**src/hw/catb_consts.svh**
```systemverilog
`ifndef CATB_CONSTS_SVH
`define CATB_CONSTS_SVH

// ****************************************************************
// Register addresses on the special function register bus
// ****************************************************************
`define CATB_ADDR_CONTROL     8'hD8
`define CATB_ADDR_MODE        8'hD9

// ****************************************************************
// Control register field positions
// ****************************************************************
`define CATB_CTL_OVF_BIT      7
`define CATB_CTL_RUN_BIT      6
`define CATB_CTL_EVT_LSB      0
`define CATB_CTL_EVT_MSB      4

// ****************************************************************
// Mode register field positions
// ****************************************************************
`define CATB_MOD_IDLE_BIT     7
`define CATB_MOD_WDOG_BIT     6
`define CATB_MOD_SRC_HI_BIT   2
`define CATB_MOD_SRC_LO_BIT   1
`define CATB_MOD_OVFIE_BIT    0

// ****************************************************************
// Reset values and divide ratios
// ****************************************************************
`define CATB_RST_BYTE         8'h00
`define CATB_RST_EVT          5'h00
`define CATB_RST_COUNT        16'h0000
`define CATB_COUNT_ONE        16'h0001
`define CATB_COUNT_MAX        16'hFFFF
`define CATB_PRESC_ZERO       4'h0
`define CATB_PRESC_ONE        4'h1
`define CATB_DIV12_N          4'hC
`define CATB_DIV6_N           4'h6
`define CATB_DIV4_N           4'h4
`define CATB_DIV2_N           4'h2

// ****************************************************************
// Port 1 pin positions
// ****************************************************************
`define CATB_PIN_EXT          2
`define CATB_PIN_MOD0         3

`endif

```
**src/hw/catb_pkg.sv**
```systemverilog
package catb_pkg;

   // Request from the processor core towards the register bus
   typedef struct packed
   {
      logic       wr;
      logic       rd;
      logic [7:0] addr;
      logic [7:0] wdata;
   } catb_sfr_req_s;

   // Count source, in the order of the two select bits
   typedef enum logic [1:0]
   {
      CATB_SRC_DIV12,
      CATB_SRC_DIV4,
      CATB_SRC_T0OVF,
      CATB_SRC_EXT
   } catb_src_e;

endpackage

```
**src/hw/catb_timebase.sv**
```systemverilog
// Overview of operation
// - Select bits pick osc/12, osc/4, timer 0 overflow or external pin.
// - Double-speed mode divides by 6 and 2 instead of 12 and 4.
// - One 16-bit counter is the shared time base of five modules.
// - Module modes live in each module; this block feeds their time base.
// - Watchdog enable bit turns module 4 watchdog on when 1.
// - Capture, timer and output modules may raise an interrupt on events.
// - Five module events and overflow merge into one interrupt line.
// - Port 1 bit 2 is count input; bits 3..7 serve modules, else I/O.
// - Idle gate bit 0 keeps counting in idle; 1 stops it.
// - Run bit set by software starts counter; cleared, counter stops.
// - Overflow flag, control bit 7, sets when counter rolls over.
// - Overflow flag requests interrupt only with overflow enable set.
// - Software may set or clear overflow flag; hardware never clears it.
// - Control bits 0..4 are module event flags, set on match or capture.
// - Module event flags are cleared only by software writes.
`timescale 1ns/1ps
`default_nettype none
`include "catb_consts.svh"

module catb_timebase
#(
   parameter int N_MODULES = 5
)
(
   input  wire logic                   mclk_in,
   input  wire logic                   rstn_in,
   input  wire catb_pkg::catb_sfr_req_s sfr_req_in,
   output logic                        sfr_hit_out,
   output logic [7:0]                  sfr_rdata_out,
   input  wire logic                   double_speed_mode_in,
   input  wire logic                   idle_mode_in,
   input  wire logic                   timer0_ovf_in,
   input  wire logic [N_MODULES-1:0]   module_event_in,
   input  wire logic [N_MODULES-1:0]   module_irq_en_in,
   input  wire logic [N_MODULES-1:0]   module_pin_use_in,
   input  wire logic [N_MODULES-1:0]   module_pin_drive_in,
   input  wire logic [N_MODULES-1:0]   module_pin_oe_in,
   output logic [N_MODULES-1:0]        module_pin_out,
   input  wire logic [7:0]             port1_pin_in,
   input  wire logic [7:0]             port1_latch_in,
   input  wire logic [7:0]             port1_latch_oe_in,
   output logic [7:0]                  port1_pin_out,
   output logic [7:0]                  port1_pin_oe_out,
   output logic [15:0]                 count_out,
   output logic                        count_tick_out,
   output logic                        watchdog_enable_bit_out,
   output logic                        irq_out
);
   import catb_pkg::*;

   // ****************************************************************
   // Declarations
   // ****************************************************************
   logic                 overflow_flag_q;
   logic                 run_control_bit_q;
   logic [N_MODULES-1:0] event_flag_q;
   logic                 idle_gate_bit_q;
   logic                 watchdog_enable_bit_q;
   logic [1:0]           count_source_sel_q;
   logic                 overflow_irq_enable_q;
   logic [7:0]           rdata_q;
   logic [3:0]           presc_q;
   logic [3:0]           presc_d;
   logic [3:0]           div_ratio;
   logic                 presc_tick;
   logic [15:0]          count_q;
   logic                 ext_s1_q;
   logic                 ext_s2_q;
   logic                 ext_s3_q;
   logic                 ext_level_q;
   logic                 ext_fall;
   logic                 count_enable;
   logic                 count_tick;
   logic                 rollover;
   logic                 wr_control;
   logic                 wr_mode;
   logic                 hit_control;
   logic                 hit_mode;
   logic [7:0]           control_view;
   logic [7:0]           mode_view;
   logic [7:0]           pin_out_d;
   logic [7:0]           pin_oe_d;
   logic [7:0]           pin_out_q;
   logic [7:0]           pin_oe_q;
   catb_src_e            src_sel;

   // ****************************************************************
   // Register bus decode
   // ****************************************************************

   // Address match for both registers
   assign hit_control = (sfr_req_in.addr == `CATB_ADDR_CONTROL);
   assign hit_mode    = (sfr_req_in.addr == `CATB_ADDR_MODE);
   assign sfr_hit_out = hit_control | hit_mode;
   assign wr_control  = sfr_req_in.wr & hit_control;
   assign wr_mode     = sfr_req_in.wr & hit_mode;

   // Read views; reserved bits read as zero
   always_comb
   begin
      control_view = `CATB_RST_BYTE;
      control_view[`CATB_CTL_OVF_BIT] = overflow_flag_q;
      control_view[`CATB_CTL_RUN_BIT] = run_control_bit_q;
      control_view[`CATB_CTL_EVT_MSB:`CATB_CTL_EVT_LSB] = event_flag_q;
   end

   // Mode view packs configuration bits at their fixed places
   always_comb
   begin
      mode_view = `CATB_RST_BYTE;
      mode_view[`CATB_MOD_IDLE_BIT]   = idle_gate_bit_q;
      mode_view[`CATB_MOD_WDOG_BIT]   = watchdog_enable_bit_q;
      mode_view[`CATB_MOD_SRC_HI_BIT] = count_source_sel_q[1];
      mode_view[`CATB_MOD_SRC_LO_BIT] = count_source_sel_q[0];
      mode_view[`CATB_MOD_OVFIE_BIT]  = overflow_irq_enable_q;
   end

   // Read data registered; unmapped addresses return zero
   always_ff @(posedge mclk_in)
   begin
      if (!rstn_in)
         rdata_q <= `CATB_RST_BYTE;
      else if (sfr_req_in.rd)
      begin
         if (hit_control)
            rdata_q <= control_view;
         else if (hit_mode)
            rdata_q <= mode_view;
         else
            rdata_q <= `CATB_RST_BYTE;
      end
   end

   assign sfr_rdata_out = rdata_q;

   // ****************************************************************
   // Mode register
   // ****************************************************************

   // Reserved bits are simply not stored, so stray ones do no harm
   always_ff @(posedge mclk_in)
   begin
      if (!rstn_in)
      begin
         idle_gate_bit_q       <= 1'b0;
         watchdog_enable_bit_q <= 1'b0;
         count_source_sel_q    <= 2'b00;
         overflow_irq_enable_q <= 1'b0;
      end
      else if (wr_mode)
      begin
         idle_gate_bit_q       <= sfr_req_in.wdata[`CATB_MOD_IDLE_BIT];
         watchdog_enable_bit_q <= sfr_req_in.wdata[`CATB_MOD_WDOG_BIT];
         count_source_sel_q    <= {sfr_req_in.wdata[`CATB_MOD_SRC_HI_BIT],
                                   sfr_req_in.wdata[`CATB_MOD_SRC_LO_BIT]};
         overflow_irq_enable_q <= sfr_req_in.wdata[`CATB_MOD_OVFIE_BIT];
      end
   end

   assign watchdog_enable_bit_out = watchdog_enable_bit_q;

   // ****************************************************************
   // Control register
   // ****************************************************************

   // Run bit belongs to software only
   always_ff @(posedge mclk_in)
   begin
      if (!rstn_in)
         run_control_bit_q <= 1'b0;
      else if (wr_control)
         run_control_bit_q <= sfr_req_in.wdata[`CATB_CTL_RUN_BIT];
   end

   // Overflow flag: software writes either way, rollover wins the cycle
   always_ff @(posedge mclk_in)
   begin
      if (!rstn_in)
         overflow_flag_q <= 1'b0;
      else if (rollover)
         overflow_flag_q <= 1'b1;
      else if (wr_control)
         overflow_flag_q <= sfr_req_in.wdata[`CATB_CTL_OVF_BIT];
   end

   // Module event flags: set by hardware, cleared only by writes
   genvar gi;
   generate
      for (gi = 0; gi < N_MODULES; gi++)
      begin : g_event
         always_ff @(posedge mclk_in)
         begin
            if (!rstn_in)
               event_flag_q[gi] <= 1'b0;
            else if (module_event_in[gi])
               event_flag_q[gi] <= 1'b1;
            else if (wr_control)
               event_flag_q[gi] <= sfr_req_in.wdata[`CATB_CTL_EVT_LSB + gi];
         end
      end
   endgenerate

   // ****************************************************************
   // External count input synchroniser
   // ****************************************************************

   // Three stages; a level is accepted once stages two and three agree
   always_ff @(posedge mclk_in)
   begin
      if (!rstn_in)
      begin
         ext_s1_q <= 1'b1;
         ext_s2_q <= 1'b1;
         ext_s3_q <= 1'b1;
      end
      else
      begin
         ext_s1_q <= port1_pin_in[`CATB_PIN_EXT];
         ext_s2_q <= ext_s1_q;
         ext_s3_q <= ext_s2_q;
      end
   end

   // Accepted level; idles high like an unloaded port pin
   always_ff @(posedge mclk_in)
   begin
      if (!rstn_in)
         ext_level_q <= 1'b1;
      else if (ext_s2_q == ext_s3_q)
         ext_level_q <= ext_s3_q;
   end

   // Falling edge counts; each level must last two clocks, so input no faster than osc/4
   assign ext_fall = ext_level_q & (ext_s2_q == ext_s3_q) & ~ext_s3_q;

   // ****************************************************************
   // Prescaler and count source
   // ****************************************************************

   assign src_sel = catb_src_e'(count_source_sel_q);

   // Ratio follows the speed mode at once; a running count wraps safely
   always_comb
   begin
      div_ratio = `CATB_DIV12_N;
      unique case (src_sel)
         CATB_SRC_DIV12: div_ratio = double_speed_mode_in ? `CATB_DIV6_N : `CATB_DIV12_N;
         CATB_SRC_DIV4:  div_ratio = double_speed_mode_in ? `CATB_DIV2_N : `CATB_DIV4_N;
         CATB_SRC_T0OVF: div_ratio = `CATB_DIV12_N;
         CATB_SRC_EXT:   div_ratio = `CATB_DIV12_N;
      endcase
   end

   // Counting allowed only while running and not gated by idle
   assign count_enable = run_control_bit_q & ~(idle_mode_in & idle_gate_bit_q);

   // Tick at the last prescaler step; >= covers a ratio shrinking mid-count
   assign presc_tick = (presc_q >= (div_ratio - `CATB_PRESC_ONE));

   always_comb
   begin
      if (!count_enable)
         presc_d = `CATB_PRESC_ZERO;
      else if (presc_tick)
         presc_d = `CATB_PRESC_ZERO;
      else
         presc_d = presc_q + `CATB_PRESC_ONE;
   end

   // Prescaler held at zero when stopped so restarts give a full period
   always_ff @(posedge mclk_in)
   begin
      if (!rstn_in)
         presc_q <= `CATB_PRESC_ZERO;
      else
         presc_q <= presc_d;
   end

   // One count pulse from whichever source is selected
   always_comb
   begin
      count_tick = 1'b0;
      unique case (src_sel)
         CATB_SRC_DIV12: count_tick = presc_tick;
         CATB_SRC_DIV4:  count_tick = presc_tick;
         CATB_SRC_T0OVF: count_tick = timer0_ovf_in;
         CATB_SRC_EXT:   count_tick = ext_fall;
      endcase
      count_tick = count_tick & count_enable;
   end

   // ****************************************************************
   // Shared 16-bit time base
   // ****************************************************************

   assign rollover = count_tick & (count_q == `CATB_COUNT_MAX);

   // Plain wrap-around counter shared by all modules
   always_ff @(posedge mclk_in)
   begin
      if (!rstn_in)
         count_q <= `CATB_RST_COUNT;
      else if (count_tick)
         count_q <= count_q + `CATB_COUNT_ONE;
   end

   assign count_out      = count_q;
   assign count_tick_out = count_tick;  // Modules compare on this pulse

   // ****************************************************************
   // Shared interrupt request
   // ****************************************************************

   // Module flags pass only where that module's mode allows an interrupt
   assign irq_out = (overflow_flag_q & overflow_irq_enable_q)
                  | (|(event_flag_q & module_irq_en_in));

   // ****************************************************************
   // Port 1 pin sharing
   // ****************************************************************

   // Modules see raw pins; their own capture logic synchronises them
   assign module_pin_out = port1_pin_in[`CATB_PIN_MOD0 + N_MODULES - 1:`CATB_PIN_MOD0];

   // Each pin goes to its module when used, else stays standard I/O
   genvar gp;
   generate
      for (gp = 0; gp < 8; gp++)
      begin : g_pin
         if ((gp >= `CATB_PIN_MOD0) && (gp < `CATB_PIN_MOD0 + N_MODULES))
         begin : g_mod
            assign pin_out_d[gp] = module_pin_use_in[gp - `CATB_PIN_MOD0]
                                 ? module_pin_drive_in[gp - `CATB_PIN_MOD0]
                                 : port1_latch_in[gp];
            assign pin_oe_d[gp]  = module_pin_use_in[gp - `CATB_PIN_MOD0]
                                 ? module_pin_oe_in[gp - `CATB_PIN_MOD0]
                                 : port1_latch_oe_in[gp];
         end
         else
         begin : g_io
            assign pin_out_d[gp] = port1_latch_in[gp];
            assign pin_oe_d[gp]  = port1_latch_oe_in[gp];
         end
      end
   endgenerate

   // Registered pin drive; costs one cycle, avoids glitching the pads
   always_ff @(posedge mclk_in)
   begin
      if (!rstn_in)
      begin
         pin_out_q <= `CATB_RST_BYTE;
         pin_oe_q  <= `CATB_RST_BYTE;
      end
      else
      begin
         pin_out_q <= pin_out_d;
         pin_oe_q  <= pin_oe_d;
      end
   end

   assign port1_pin_out    = pin_out_q;
   assign port1_pin_oe_out = pin_oe_q;

endmodule

`default_nettype wire

```
**config.mk**
```make
export PLATFORM = sky130hd
export DESIGN_NAME = catb_timebase
export DESIGN_NICKNAME = d
export VERILOG_FILES = /design/src/hw/catb_pkg.sv /design/src/hw/catb_timebase.sv
export VERILOG_INCLUDE_DIRS = /design/src /design/src/hw
export SDC_FILE = /design/constraint.sdc
export NUM_CORES = 1
export LEC_CHECK = 0
export CORE_MARGIN = 4
export CORE_UTILIZATION = 60
export DETAILED_ROUTE_END_ITERATION = 8
export DONT_BUFFER_PORTS = 1
export PLACE_DENSITY = 0.82
export SLEW_MARGIN = 20
export SYNTH_ARGS = -nofsm -noshare
export SYNTH_HDL_FRONTEND = slang
export SYNTH_SLANG_ARGS = --single-unit
```
**constraint.sdc**
```tcl
create_clock -name mclk_in -period 3.22 [get_ports mclk_in]
set_input_delay 0.161 -clock mclk_in [delete_from_list [all_inputs] [get_ports mclk_in]]
set_output_delay 0.161 -clock mclk_in [all_outputs]
set_load 0.1 [all_outputs]
```
# Word level (Yosys, flattened, before mapping)
# Index checks and enable logic that the tools add are counted.
totals:
  elab_cells: 86
  reg_bits: 60
  out_inout_bits: 49
op_classes:
  reduce_logical: 11
  addsub: 3
  n_eq_ne: 7
  n_bitwise: 16
  muxes: 28
  n_lt_le_gt_ge: 1
op_table:
  columns: ["operator", "count"]
  rows:
  - ["$mux 1", 22]
  - ["$add 16x1->16 const B", 1]
  - ["$eq 16x16->1 const B", 1]
  - ["$eq 8x8->1 const B", 2]
  - ["$mux 8", 2]
  - ["$pmux 4 s3", 1]
  - ["$reduce_bool 2->1", 6]
  - ["$and 1x1->1", 9]
  - ["$and 5x5->5", 1]
  - ["$reduce_or 5->1", 1]
  - ["$add 4x1->4 const B", 1]
  - ["$eq 2x2->1 const B", 2]
  - ["$ge 4x4->1", 1]
  - ["$mux 4", 1]
  - ["$not 1->1", 4]
  - ["$reduce_or 2->1", 2]
  - ["$sub 4x1->4 const B", 1]
  - ["$mux 3", 1]
  - ["$pmux 1 s3", 1]
  - ["$reduce_or 3->1", 1]
  - ["$eq 2x1->1 const B", 1]
  - ["$logic_not 2->1", 1]
  - ["$or 1x1->1", 2]
  - ["$eq 1x1->1", 1]

# Depth between registers and ports, before layout
# Gate-level depths: netlist of run 1.
logic_depth:
  depth_word: 9
  ltp_mapped: 11
  ltp_nobuf: 9

# Worst setup path after synthesis of run 1
# Ideal clock, no wire load.
synth_timing:
  path_kind: "reg-to-output"
  from: "register count_source_sel_q[1]"
  to: "output count_tick_out"
  arrival_ps: 3114
  n_path_buf: 2
  path_stages_with_launch: 11
  setup_slack_ps: -55
  required_time_ps: 3059
  cell_sequence: "dfxtp_1 nor2b_1 and2_1 ha_1 xor2_1 ha_1 a211o_1 a31oi_2 buf_2 buf_2 nor2_1"
synth_between:
  elab_chain_cells: 7
  elab_cells_between_ends: 11
synth_lines:
  columns: ["item", "line_no", "source"]
  rows:
  - ["start, declared", "catb_timebase.sv:60", "logic [1:0] count_source_sel_q;"]
  - ["start signal, assigned", "catb_timebase.sv:155", "count_source_sel_q <= {sfr_req_in.wdata[`CATB_MOD_SRC_HI_BIT],"]
  - ["$eq 2x2->1", "catb_timebase.sv:247, catb_timebase.sv:284", null]
  - ["$reduce_or 2->1 (no source line)", null, null]
  - ["$pmux 4 s3", "catb_timebase.sv:247", "unique case (src_sel)"]
  - ["$sub 4x1->4 (no source line)", null, null]
  - ["$ge 4x4->1", "catb_timebase.sv:259", "assign presc_tick = (presc_q >= (div_ratio - `CATB_PRESC_ONE));"]
  - ["$pmux 1 s3 (*)", "catb_timebase.sv:284", "unique case (src_sel)"]
  - ["$and 1x1->1 (*)", "catb_timebase.sv:290", "count_tick = count_tick & count_enable;"]
  - ["end, declared", "catb_timebase.sv:46", "output logic count_tick_out,"]
# Mark *: on every way between the ends. The rest lies on a longest branch, timed or not.

# Worst setup path after layout of run 1
# Ends and elaborated chain as after synthesis.

==> results.sh, run 1 <==
export IMPL_fp_dieH_um=74.6
export IMPL_gr_usage_all_layers=0.293
export IMPL_worstHoldPathType="in -> reg"
export IMPL_yosysWarningCount=0
export IMPL_synth_nets=377
export IMPL_synthArstFlopShare=0
export IMPL_start_util=0.643
export IMPL_hold_viol=0
export IMPL_port_buffers=0
export IMPL_antenna_found_initial=0
export IMPL_antenna_left=0
export IMPL_crit_path_max_fanout=27
export IMPL_worst_r2r_setup_slack_ns=0.59
export IMPL_rows=23
export IMPL_syn_area_mm2=0.00266
export IMPL_worstPathRequired_ns=3.06
export IMPL_startpoint_type="register"
export IMPL_synth_edf_count=0
export IMPL_max_freq_mhz=340
export IMPL_nFillCells=231
export IMPL_worst_pin_slew_ns=1.06
export IMPL_synthTopCellsByArea="dfxtp_1 (44%), mux2i_1 (8.6%), a21oi_1 (4.7%)"
export IMPL_die_x_um=74.6
export IMPL_r2r_cells=10
export IMPL_r2r_start="count_source_sel_q[1]$_SDFFE_PN0P_"
export IMPL_synth_cell_type_count=40
export IMPL_fin_setup_tns_ns=0
export IMPL_preCtsSetupSlack_ns=0.652
export IMPL_whs_path_depth=2
export IMPL_regArea_mm2=0.00118
export IMPL_syn_area_per_cell_um2=8.90
export IMPL_rsz0062_at_grt="false"
export IMPL_wirelength_um=7880
export IMPL_cts_tree="done"
export IMPL_cts_root_buffer="clkbuf_8"
export IMPL_max_clock_path_buffers=2
export IMPL_grt_pass1_wl_um=12300
export IMPL_fin_area_mm2=0.00342
export IMPL_vias=2516
export IMPL_hold_worst_slack_ns=0.0260
export IMPL_yosys_area_top_type="dfxtp_1"
export IMPL_numCtsBuffers=9
export IMPL_p_leak_nw=1.34
export IMPL_layout_common_cells="dfxtp_1 (59), dlygate4sd3_1 (44), nand2_1 (29)"
export IMPL_post_route_period_util=0.914
export IMPL_core_mm2=0.00414
export IMPL_netlist_instances=299
export IMPL_fin_util=0.825
export IMPL_grt_pass1_vias=2572
export IMPL_clkSinkCount=59
export IMPL_place_congestion=0.764
export IMPL_grt_max_degree=34
export IMPL_area_delta_synth_final_pct=28.3
export IMPL_drive_gt1_frac=0.115
export IMPL_holdCritStartpoint="sfr_req_in[17]"
export IMPL_htreeDepth=3
export IMPL_placed_cell_area_mm2=0.00277
export IMPL_multi_input_area_mm2=0.00134
export IMPL_synth_main_ff_cell="dfxtp_1"
export IMPL_hpwl_um=4090
export IMPL_clk_latency_ns=0.34
export IMPL_status="finished, final reports clean"
export IMPL_mostFrequentLayoutCell="dfxtp_1"
export IMPL_diodes=0
export IMPL_routedWlPerCell_um=19.3
export IMPL_stdcell_count=408
export IMPL_drc=0
export IMPL_hold_end="count_source_sel_q[0]$_SDFFE_PN0P_"
export IMPL_clkTransAtPathRegs_ns=0.07
export IMPL_arrival_ns=2.78
export IMPL_ir_drop_uv=410
export IMPL_total_power_mw=1.72
export IMPL_placed_cells=349
export IMPL_seq_area_frac_synth=0.444
export IMPL_fin_skew_ns=0.0107
export IMPL_dieArea_mm2=0.00557
export IMPL_cap_violations=0
export IMPL_p_per_area_mw_per_mm2=504
export IMPL_relSlewSlack=0.291
export IMPL_critPathKind="reg -> out"
export IMPL_worst_slack_ns=0.278
export IMPL_first_pass_iters=5
export IMPL_post_cts_buffers=0
export IMPL_io_pins=121
export IMPL_drtIter0Drc=183
export IMPL_period_minus_slack_ns=2.94
export IMPL_grt_overflow_total=0
export IMPL_yosys_register_bits=59
export IMPL_setup_viol=0
export IMPL_nets=432
export IMPL_via_per_inst=6.17
export IMPL_end_kind="output pin"
export IMPL_final_max_slew_viol_count=0
export IMPL_reg2reg_to="overflow_flag_q$_SDFFE_PN0P_"
export IMPL_synth_top_area_frac=0.444
==> worst max-delay path by stage <==
stage                                                   from                            to  cells past startpoint
after CTS                 count_source_sel_q[1]$_SDFFE_PN0P_                count_tick_out                     10
after global routing      count_source_sel_q[1]$_SDFFE_PN0P_                count_tick_out                     10
after global placement    count_source_sel_q[1]$_SDFFE_PN0P_  overflow_flag_q$_SDFFE_PN0P_                     10
final                     count_source_sel_q[1]$_SDFFE_PN0P_                count_tick_out                     10
after detailed placement  count_source_sel_q[1]$_SDFFE_PN0P_  overflow_flag_q$_SDFFE_PN0P_                     10
after floorplan           count_source_sel_q[1]$_SDFFE_PN0P_                count_tick_out                     10
==> report_power, final <==
group / switching [mW] / internal, mW
registers: 0.121 / 0.751
clock network: 0.293 / 0.430
logic: 0.0661 / 0.0604
total: 0.481 / 1.24
==> synth_stat cells (2+ instances only) <==
cell,instances
nor4_1,6
o31ai_1,7
or4_1,13
and2_1,8
nand4_1,4
mux2i_1,23
nand2b_1,12
nor2_1,19
buf_2,2
dfxtp_1,59
or3_1,3
clkbuf_1,10
buf_4,8
a22oi_1,3
nand2_1,29
ha_1,6
nor2b_1,2
inv_1,11
a31oi_1,5
o21ai_0,8
xor2_1,2
nand3_1,16
and3_1,2
a21oi_1,25
==> area by class of cell <==
cell class,instances,area share
flip-flops and latches,59,0.346
well taps,50,0.0183
repair buffers,64,0.173
multi-input cells,209,0.391
clock buffers,10,0.0373
clock inverters,5,0.0231
inverters,11,0.0121
==> cell families after synthesis <==
family,Yosys count,share of synthesized area
other cells,1,0.00141
buf+inv,31,0.0559
xor+xnor,3,0.00987
compound gates,53,0.120
fa+ha+maj,6,0.0282
simple gates,123,0.254
flops,59,0.444
mux,23,0.0865
==> worst max-delay path: stages, from the launching register on <==
cell and delay (ns):
dfxtp_1 0.43, nor2b_1 0.11, and2_1 0.17, ha_1 0.20, xor2_1 0.17, ha_1 0.33
a211o_1 0.32, a31oi_2 0.14, buf_4 0.28, nor2_2 0.07, buf_4 0.23
==> layer usage <==
| layer | vias up | GRT usage | part of all wire | wire [um] |
|---|---|---|---|---|
| met3 | 33 | 0.0761 | 0.080 | 634 |
| li1 | 1171 | - | - | - |
| met2 | 135 | 0.503 | 0.51 | 4000 |
| met5 | - | 0 | 0 | 0 |
| met1 | 1177 | 0.328 | 0.37 | 2900 |
| met4 | 0 | 0.166 | 0.043 | 340 |
==> flip-flops by register name (all words and copies together), names as in the netlist <==
register,count
port1_pin_out,8
port1_pin_oe_out,8
count_source_sel_q,2
overflow_flag_q,1
run_control_bit_q,1
ext_s3_q,1
ext_s2_q,1
watchdog_enable_bit_out,1
idle_gate_bit_q,1
ext_level_q,1
sfr_rdata_out,7
ext_s1_q,1
overflow_irq_enable_q,1
presc_q,4
control_view,5
count_out,16
==> what timing repair did <==
action	in CTS	in global routing
resized for setup	0	0
hold endpoints to repair	45	0
hold buffers	44	0
(Power assumes the default switching activity.)
==> inputs of run 2 (changes only) <==
--- a/config.mk
+++ b/config.mk
@@ -6,6 +6,7 @@
 export SDC_FILE = /design/constraint.sdc
 export NUM_CORES = 1
 export LEC_CHECK = 0
+export ABC_AREA = 1
 export CORE_MARGIN = 4
 export CORE_UTILIZATION = 60
 export DETAILED_ROUTE_END_ITERATION = 8
==> run 2 against run 1 <==
Count of clock-buffer cells in the layout did not move. Power decreased by 1.1%. Cell count increased by 23%. Combinational power rose by 3%. First-iteration DRC count is 83% higher. Sequential power increased by 2%. Wire length rose by 0.19%. Utilization is 2.9 points lower. Synthesized area rose by 6.7%. Sequential cell count is the same. Largest cell class unchanged.
==> results.sh, run 2 <==
export IMPL_clkSinkCount=59
export IMPL_htreeDepth=3
export IMPL_synth_nets=471
export IMPL_worst_slack_ns=0.473
export IMPL_cts_root_buffer="clkbuf_8"
export IMPL_multi_input_area_mm2=0.00140
export IMPL_syn_area_per_cell_um2=7.23
export IMPL_arrival_ns=2.59
export IMPL_synth_edf_count=0
export IMPL_p_leak_nw=1.52
export IMPL_max_clock_path_buffers=2
export IMPL_via_per_inst=5.52
export IMPL_worstHoldPathType="in -> reg"
export IMPL_worst_r2r_setup_slack_ns=0.93
export IMPL_startpoint="count_source_sel_q[1]$_SDFFE_PN0P_"
export IMPL_r2r_cells=14
export IMPL_numCtsBuffers=9
export IMPL_diodes=0
export IMPL_wirelength_um=7890
export IMPL_grt_pass1_vias=2723
export IMPL_antenna_left=0
export IMPL_netlist_instances=393
export IMPL_cts_resized=0
export IMPL_first_pass_iters=5
export IMPL_largest_reg_flops=16
export IMPL_antenna_found_initial=0
export IMPL_worst_pin_slew_ns=1.11
export IMPL_netlist_top_cells_count="nand2_1 (84), dfxtp_1 (59), nor2_1 (58)"
export IMPL_hpwl_um=4690
export IMPL_io_pins=121
export IMPL_routedWlPerCell_um=15.7
export IMPL_cap_violations=0
export IMPL_gr_usage_all_layers=0.274
export IMPL_clk_latency_ns=0.33
export IMPL_post_cts_buffers=0
export IMPL_yosys_area_top_type="dfxtp_1"
export IMPL_port_buffers=0
export IMPL_synth_main_ff_cell="dfxtp_1"
export IMPL_grt_pass1_wl_um=12800
export IMPL_fp_dieH_um=76.8
export IMPL_vias=2775
export IMPL_cts_tree="done"
export IMPL_regArea_mm2=0.00118
export IMPL_yosysWarningCount=0
export IMPL_critPathKind="reg -> out"
export IMPL_setup_viol=0
export IMPL_grt_max_degree=27
export IMPL_mostFrequentLayoutCell="nand2_1"
export IMPL_startpoint_type="register"
export IMPL_crit_path_max_fanout=19
export IMPL_place_congestion=0.870
export IMPL_synth_cell_type_count=30
export IMPL_clkTransAtPathRegs_ns=0.07
export IMPL_syn_area_mm2=0.00284
export IMPL_p_per_area_mw_per_mm2=479
export IMPL_drive_gt1_frac=0.144
export IMPL_worstPathRequired_ns=3.06
export IMPL_period_minus_slack_ns=2.75
export IMPL_yosys_register_bits=59
export IMPL_area_delta_synth_final_pct=25.3
export IMPL_synth_top_area_frac=0.416
export IMPL_max_freq_mhz=364
export IMPL_stdcell_count=503
export IMPL_post_route_period_util=0.853
export IMPL_relSlewSlack=0.262
export IMPL_post_synth_top_count_cell="nand2_1"
export IMPL_layout_common_cells="nand2_1 (84), dfxtp_1 (59), nor2_1 (58)"
export IMPL_synthTopCellsByArea="dfxtp_1 (42%), nand2_1 (11%), nor2_1 (7.7%)"
export IMPL_hold_viol=0
export IMPL_drc=0
export IMPL_whs_path_depth=3
export IMPL_rsz0062_at_grt="false"
export IMPL_nFillCells=284
export IMPL_dieArea_mm2=0.00590
export IMPL_drtIter0Drc=334
export IMPL_core_mm2=0.00447
export IMPL_end_kind="output pin"
export IMPL_crit_end="count_tick_out"
export IMPL_synthArstFlopShare=0
export IMPL_die_x_um=76.8
export IMPL_grt_overflow_total=0
export IMPL_fin_area_mm2=0.00356
export IMPL_r2r_start="count_source_sel_q[1]$_SDFFE_PN0P_"
export IMPL_reg2reg_to="overflow_flag_q$_SDFFE_PN0P_"
export IMPL_placed_cell_area_mm2=0.00297
export IMPL_nets=524
export IMPL_start_util=0.635
export IMPL_placed_cells=448
export IMPL_fin_skew_ns=0.0102
export IMPL_seq_area_frac_synth=0.416
export IMPL_ctsHoldBuffers=39
export IMPL_ir_drop_uv=379
export IMPL_rows=24
export IMPL_fin_setup_tns_ns=0
export IMPL_final_max_slew_viol_count=0
export IMPL_preCtsSetupSlack_ns=0.844
export IMPL_status="finished, final reports clean"
[run 2: worst max-delay path: stages (launching register included)]
cell and delay, ns:
dfxtp_1 0.39, nor2_1 0.09, inv_1 0.07, nor2_1 0.04, ha_1 0.20, xnor2_1 0.12
ha_1 0.29, nand2_1 0.05, inv_1 0.04, nand2_1 0.07, nand2_1 0.07, nor2_1 0.06
nor2_4 0.37, buf_4 0.38
[run 2: through the flow]
step,power [mW],util,hold slack [ns]
2_1_floorplan,1.00,-,0.259
3_3_place_gp,0.982,0.663,0.260
3_5_place_dp,0.985,0.663,0.263
4_1_cts,1.71,0.795,0.00626
5_1_grt,1.77,0.795,0.0165
6_report,1.70,0.795,0.0172
[run 2: layout make-up]
cell class,count,share of cell area
Clock buffer,10,0.0387
Clock inverter,6,0.0183
Inverter,46,0.0485
Multi-Input combinational cell,272,0.395
Sequential cell,59,0.332
Tap cell,52,0.0183
Timing Repair Buffer,58,0.150
[run 2: worst min-delay path by stage]
| stage | start | endpoint | slack, ns |
|---|---|---|---|
| floorplan | port1_latch_oe_in[0] | port1_pin_oe_out[0]$_SDFF_PN0_ | 0.26 |
| global placement | port1_latch_in[0] | port1_pin_out[0]$_SDFF_PN0_ | 0.26 |
| detailed placement | port1_latch_in[0] | port1_pin_out[0]$_SDFF_PN0_ | 0.26 |
| CTS | sfr_req_in[16] | sfr_rdata_out[0]$_SDFFE_PN0P_ | 0.006 |
| global route | sfr_req_in[2] | count_source_sel_q[1]$_SDFFE_PN0P_ | 0.02 |
| finish | sfr_req_in[16] | sfr_rdata_out[0]$_SDFFE_PN0P_ | 0.02 |
[run 2: layer usage]
metal | vias to the layer above | GRT usage | part of all wire
li1 | 1341 | - | -
met5 | - | 0 | 0
met2 | 160 | 0.466 | 0.50
met1 | 1254 | 0.296 | 0.37
met3 | 20 | 0.112 | 0.11
met4 | 0 | 0.123 | 0.025
[run 2: report_power, final]
part	switching, mW	internal (mW)
combinational	0.0731	0.0581
clock	0.304	0.378
sequential	0.138	0.753
total	0.515	1.19
[run 2: logic make-up after synthesis]
| family | count (synthesis) | share of synthesized area |
|---|---|---|
| simple gates | 195 | 0.306 |
| other cells | 1 | 0.00132 |
| buf+inv | 62 | 0.0965 |
| compound gates | 58 | 0.117 |
| fa+ha+maj | 6 | 0.0264 |
| xor+xnor | 12 | 0.0370 |
| flops | 59 | 0.416 |
==> inputs of run 3 (changes only) <==
--- a/config.mk
+++ b/config.mk
@@ -7,7 +7,6 @@
 export NUM_CORES = 1
 export LEC_CHECK = 0
 export ABC_AREA = 1
-export CORE_MARGIN = 4
 export CORE_UTILIZATION = 60
 export DETAILED_ROUTE_END_ITERATION = 8
 export DONT_BUFFER_PORTS = 1
==> constraint.sdc (replaced) <==
create_clock -name mclk_in -period 3.3 [get_ports mclk_in]
set_input_delay 0.165 -clock mclk_in [delete_from_list [all_inputs] [get_ports mclk_in]]
set_output_delay 0.165 -clock mclk_in [all_outputs]
set_load 0.1 [all_outputs]
==> run 3 against run 2 <==
The run now ends with DRC left. Utilization up 1.9 points. Setup slack better by 0.0041 ns. Critical path depth unchanged. Clock power rose by 19%. Via count is 0.32% lower. Non-clock buffer count rose by 2. Critical endpoint unchanged. Sequential power is 2.4% lower. Highest routed layer unchanged.
==> results.sh, run 3 (synthesis gave the netlist of run 2 again) <==
export IMPL_startpoint_type="register"
export IMPL_critPathKind="reg -> out"
export IMPL_r2r_start="count_source_sel_q[1]$_SDFFE_PN0P_"
export IMPL_htreeDepth=3
export IMPL_max_clock_path_buffers=2
export IMPL_wirelength_um=7720
export IMPL_p_leak_nw=1.54
export IMPL_nFillCells=285
export IMPL_worst_path_stages=13
export IMPL_clkSinkCount=59
export IMPL_place_congestion=0.799
export IMPL_met1_usage=0.344
export IMPL_regArea_mm2=0.00118
export IMPL_worst_r2r_setup_slack_ns=0.95
export IMPL_via_per_inst=5.48
export IMPL_use_met3=0.103
export IMPL_r2r_cells=14
export IMPL_crit_slowest_cell="nor2_4"
export IMPL_crit_path_max_fanout=19
export IMPL_relSlewSlack=0.277
export IMPL_multi_input_area_mm2=0.00140
export IMPL_area_delta_synth_final_pct=27.4
export IMPL_fin_setup_tns_ns=0
export IMPL_nets=526
export IMPL_clk_latency_ns=0.34
export IMPL_die_x_um=70.8
export IMPL_worstHoldPathType="in -> reg"
export IMPL_grt_overflow_total=0
export IMPL_post_route_period_util=0.855
export IMPL_diodes=0
export IMPL_crit_family="simple AND/OR/NAND/NOR gates"
export IMPL_final_max_slew_viol_count=0
export IMPL_status="finished, violations left"
export IMPL_worst_slack_ns=0.477
export IMPL_io_pins=121
export IMPL_layout_common_cells="nand2_1 (84), dfxtp_1 (59), nor2_1 (58)"
export IMPL_reg2reg_to="overflow_flag_q$_SDFFE_PN0P_"
export IMPL_worst_pin_slew_ns=1.08
export IMPL_path_cells="nor2_1, inv_1, nor2_1, ha_1, xnor2_1, ha_1, nand2_1, inv_1, nand2_1, nand2_1, nor2_1, nor2_4, buf_4"
export IMPL_ir_drop_uv=445
export IMPL_mostFrequentLayoutCell="nand2_1"
export IMPL_routedWlPerCell_um=15.3
export IMPL_hpwl_um=4370
export IMPL_end_kind="output pin"
export IMPL_antenna_left=0
export IMPL_dieArea_mm2=0.00501
export IMPL_rows=24
export IMPL_cts_resized=0
export IMPL_core_mm2=0.00444
export IMPL_arrival_ns=2.66
export IMPL_post_cts_buffers=0
export IMPL_hold_viol=0
export IMPL_rsz0062_at_grt="false"
export IMPL_drtIter0Drc=262
export IMPL_cts_tree="done"
export IMPL_p_per_area_mw_per_mm2=500
export IMPL_cts_root_buffer="clkbuf_8"
export IMPL_largest_reg_flops=16
export IMPL_fin_skew_ns=0.00831
export IMPL_setup_viol=0
export IMPL_fp_dieH_um=70.8
export IMPL_numCtsBuffers=9
export IMPL_max_freq_mhz=354
export IMPL_startpoint="count_source_sel_q[1]$_SDFFE_PN0P_"
export IMPL_antenna_found_initial=0
export IMPL_busiest_layer="met2"
export IMPL_use_met2=0.560
export IMPL_hold_worst_slack_ns=0.00824
export IMPL_period_minus_slack_ns=2.82
export IMPL_port_buffers=0
export IMPL_drive_gt1_frac=0.141
export IMPL_start_util=0.639
export IMPL_vias=2766
export IMPL_grt_max_degree=21
export IMPL_grt_pass1_wl_um=12100
export IMPL_clkTransAtPathRegs_ns=0.07
export IMPL_crit_end="count_tick_out"
export IMPL_preCtsSetupSlack_ns=0.942
export IMPL_grt_pass1_vias=2607
export IMPL_first_pass_iters=9
export IMPL_drc=4
export IMPL_crit_buf_inv=3
export IMPL_cap_violations=0
export IMPL_worstPathRequired_ns=3.13
export IMPL_gr_usage_all_layers=0.313
export IMPL_critical_path_max_stage_delay_ns=0.38
export IMPL_violations="DRC"
[run 3: changes by cell type in the layout (fill, tap and decap cells not counted)]
cell           before  now
bufinv_16           1    3
clkbuf_1            0    1
dlygate4sd3_1      39   41
clkinvlp_4          1    0
clkinv_4            2    0
[run 3: repair_timing]
item,CTS,global route
endpoints found under the setup margin,0,0
hold buffers,41,0
hold endpoints to repair,36,0
[run 3: metrics by stage]
step	std cells	utilization	area [um2]	power (mW)
after floorplan	393	-	2850	0.979
after global placement	448	0.667	2970	0.957
after detailed placement	448	0.667	2970	0.959
after CTS	505	0.814	3620	1.80
after global routing	505	0.814	3620	1.86
final	505	0.814	3620	1.81
[run 3: where the power goes]
group          internal [mW]  leakage [nW]  switching (mW)
Combinational         0.0578         0.936          0.0697
Sequential             0.735         0.483           0.135
Clock                  0.520         0.123           0.291
[run 3: area by class of cell]
class / instances / area share
timing repair buffer: 60 / 0.153
sequential: 59 / 0.327
clock buffer: 11 / 0.0391
inverter: 46 / 0.0477
tap: 52 / 0.0180
multi-input combinational: 272 / 0.388
clock inverter: 5 / 0.0277
[run 3: worst min-delay path by stage]
stage,from,end,cells past startpoint
after detailed placement,rstn_in,port1_pin_out[1]$_SDFF_PN0_,2
after CTS,sfr_req_in[17],control_view[1]$_SDFFE_PN0P_,2
after global routing,sfr_req_in[7],idle_gate_bit_q$_SDFFE_PN0P_,2
after floorplan,port1_latch_oe_in[0],port1_pin_oe_out[0]$_SDFF_PN0_,2
after global placement,rstn_in,port1_pin_oe_out[2]$_SDFF_PN0_,2
final,sfr_req_in[17],control_view[1]$_SDFFE_PN0P_,2
[run 3: metal layers]
layer | vias up | wire length [um]
met4 | 0 | 163
met5 | - | 0
met2 | 126 | 3900
met3 | 18 | 685
li1 | 1347 | -
met1 | 1275 | 2980
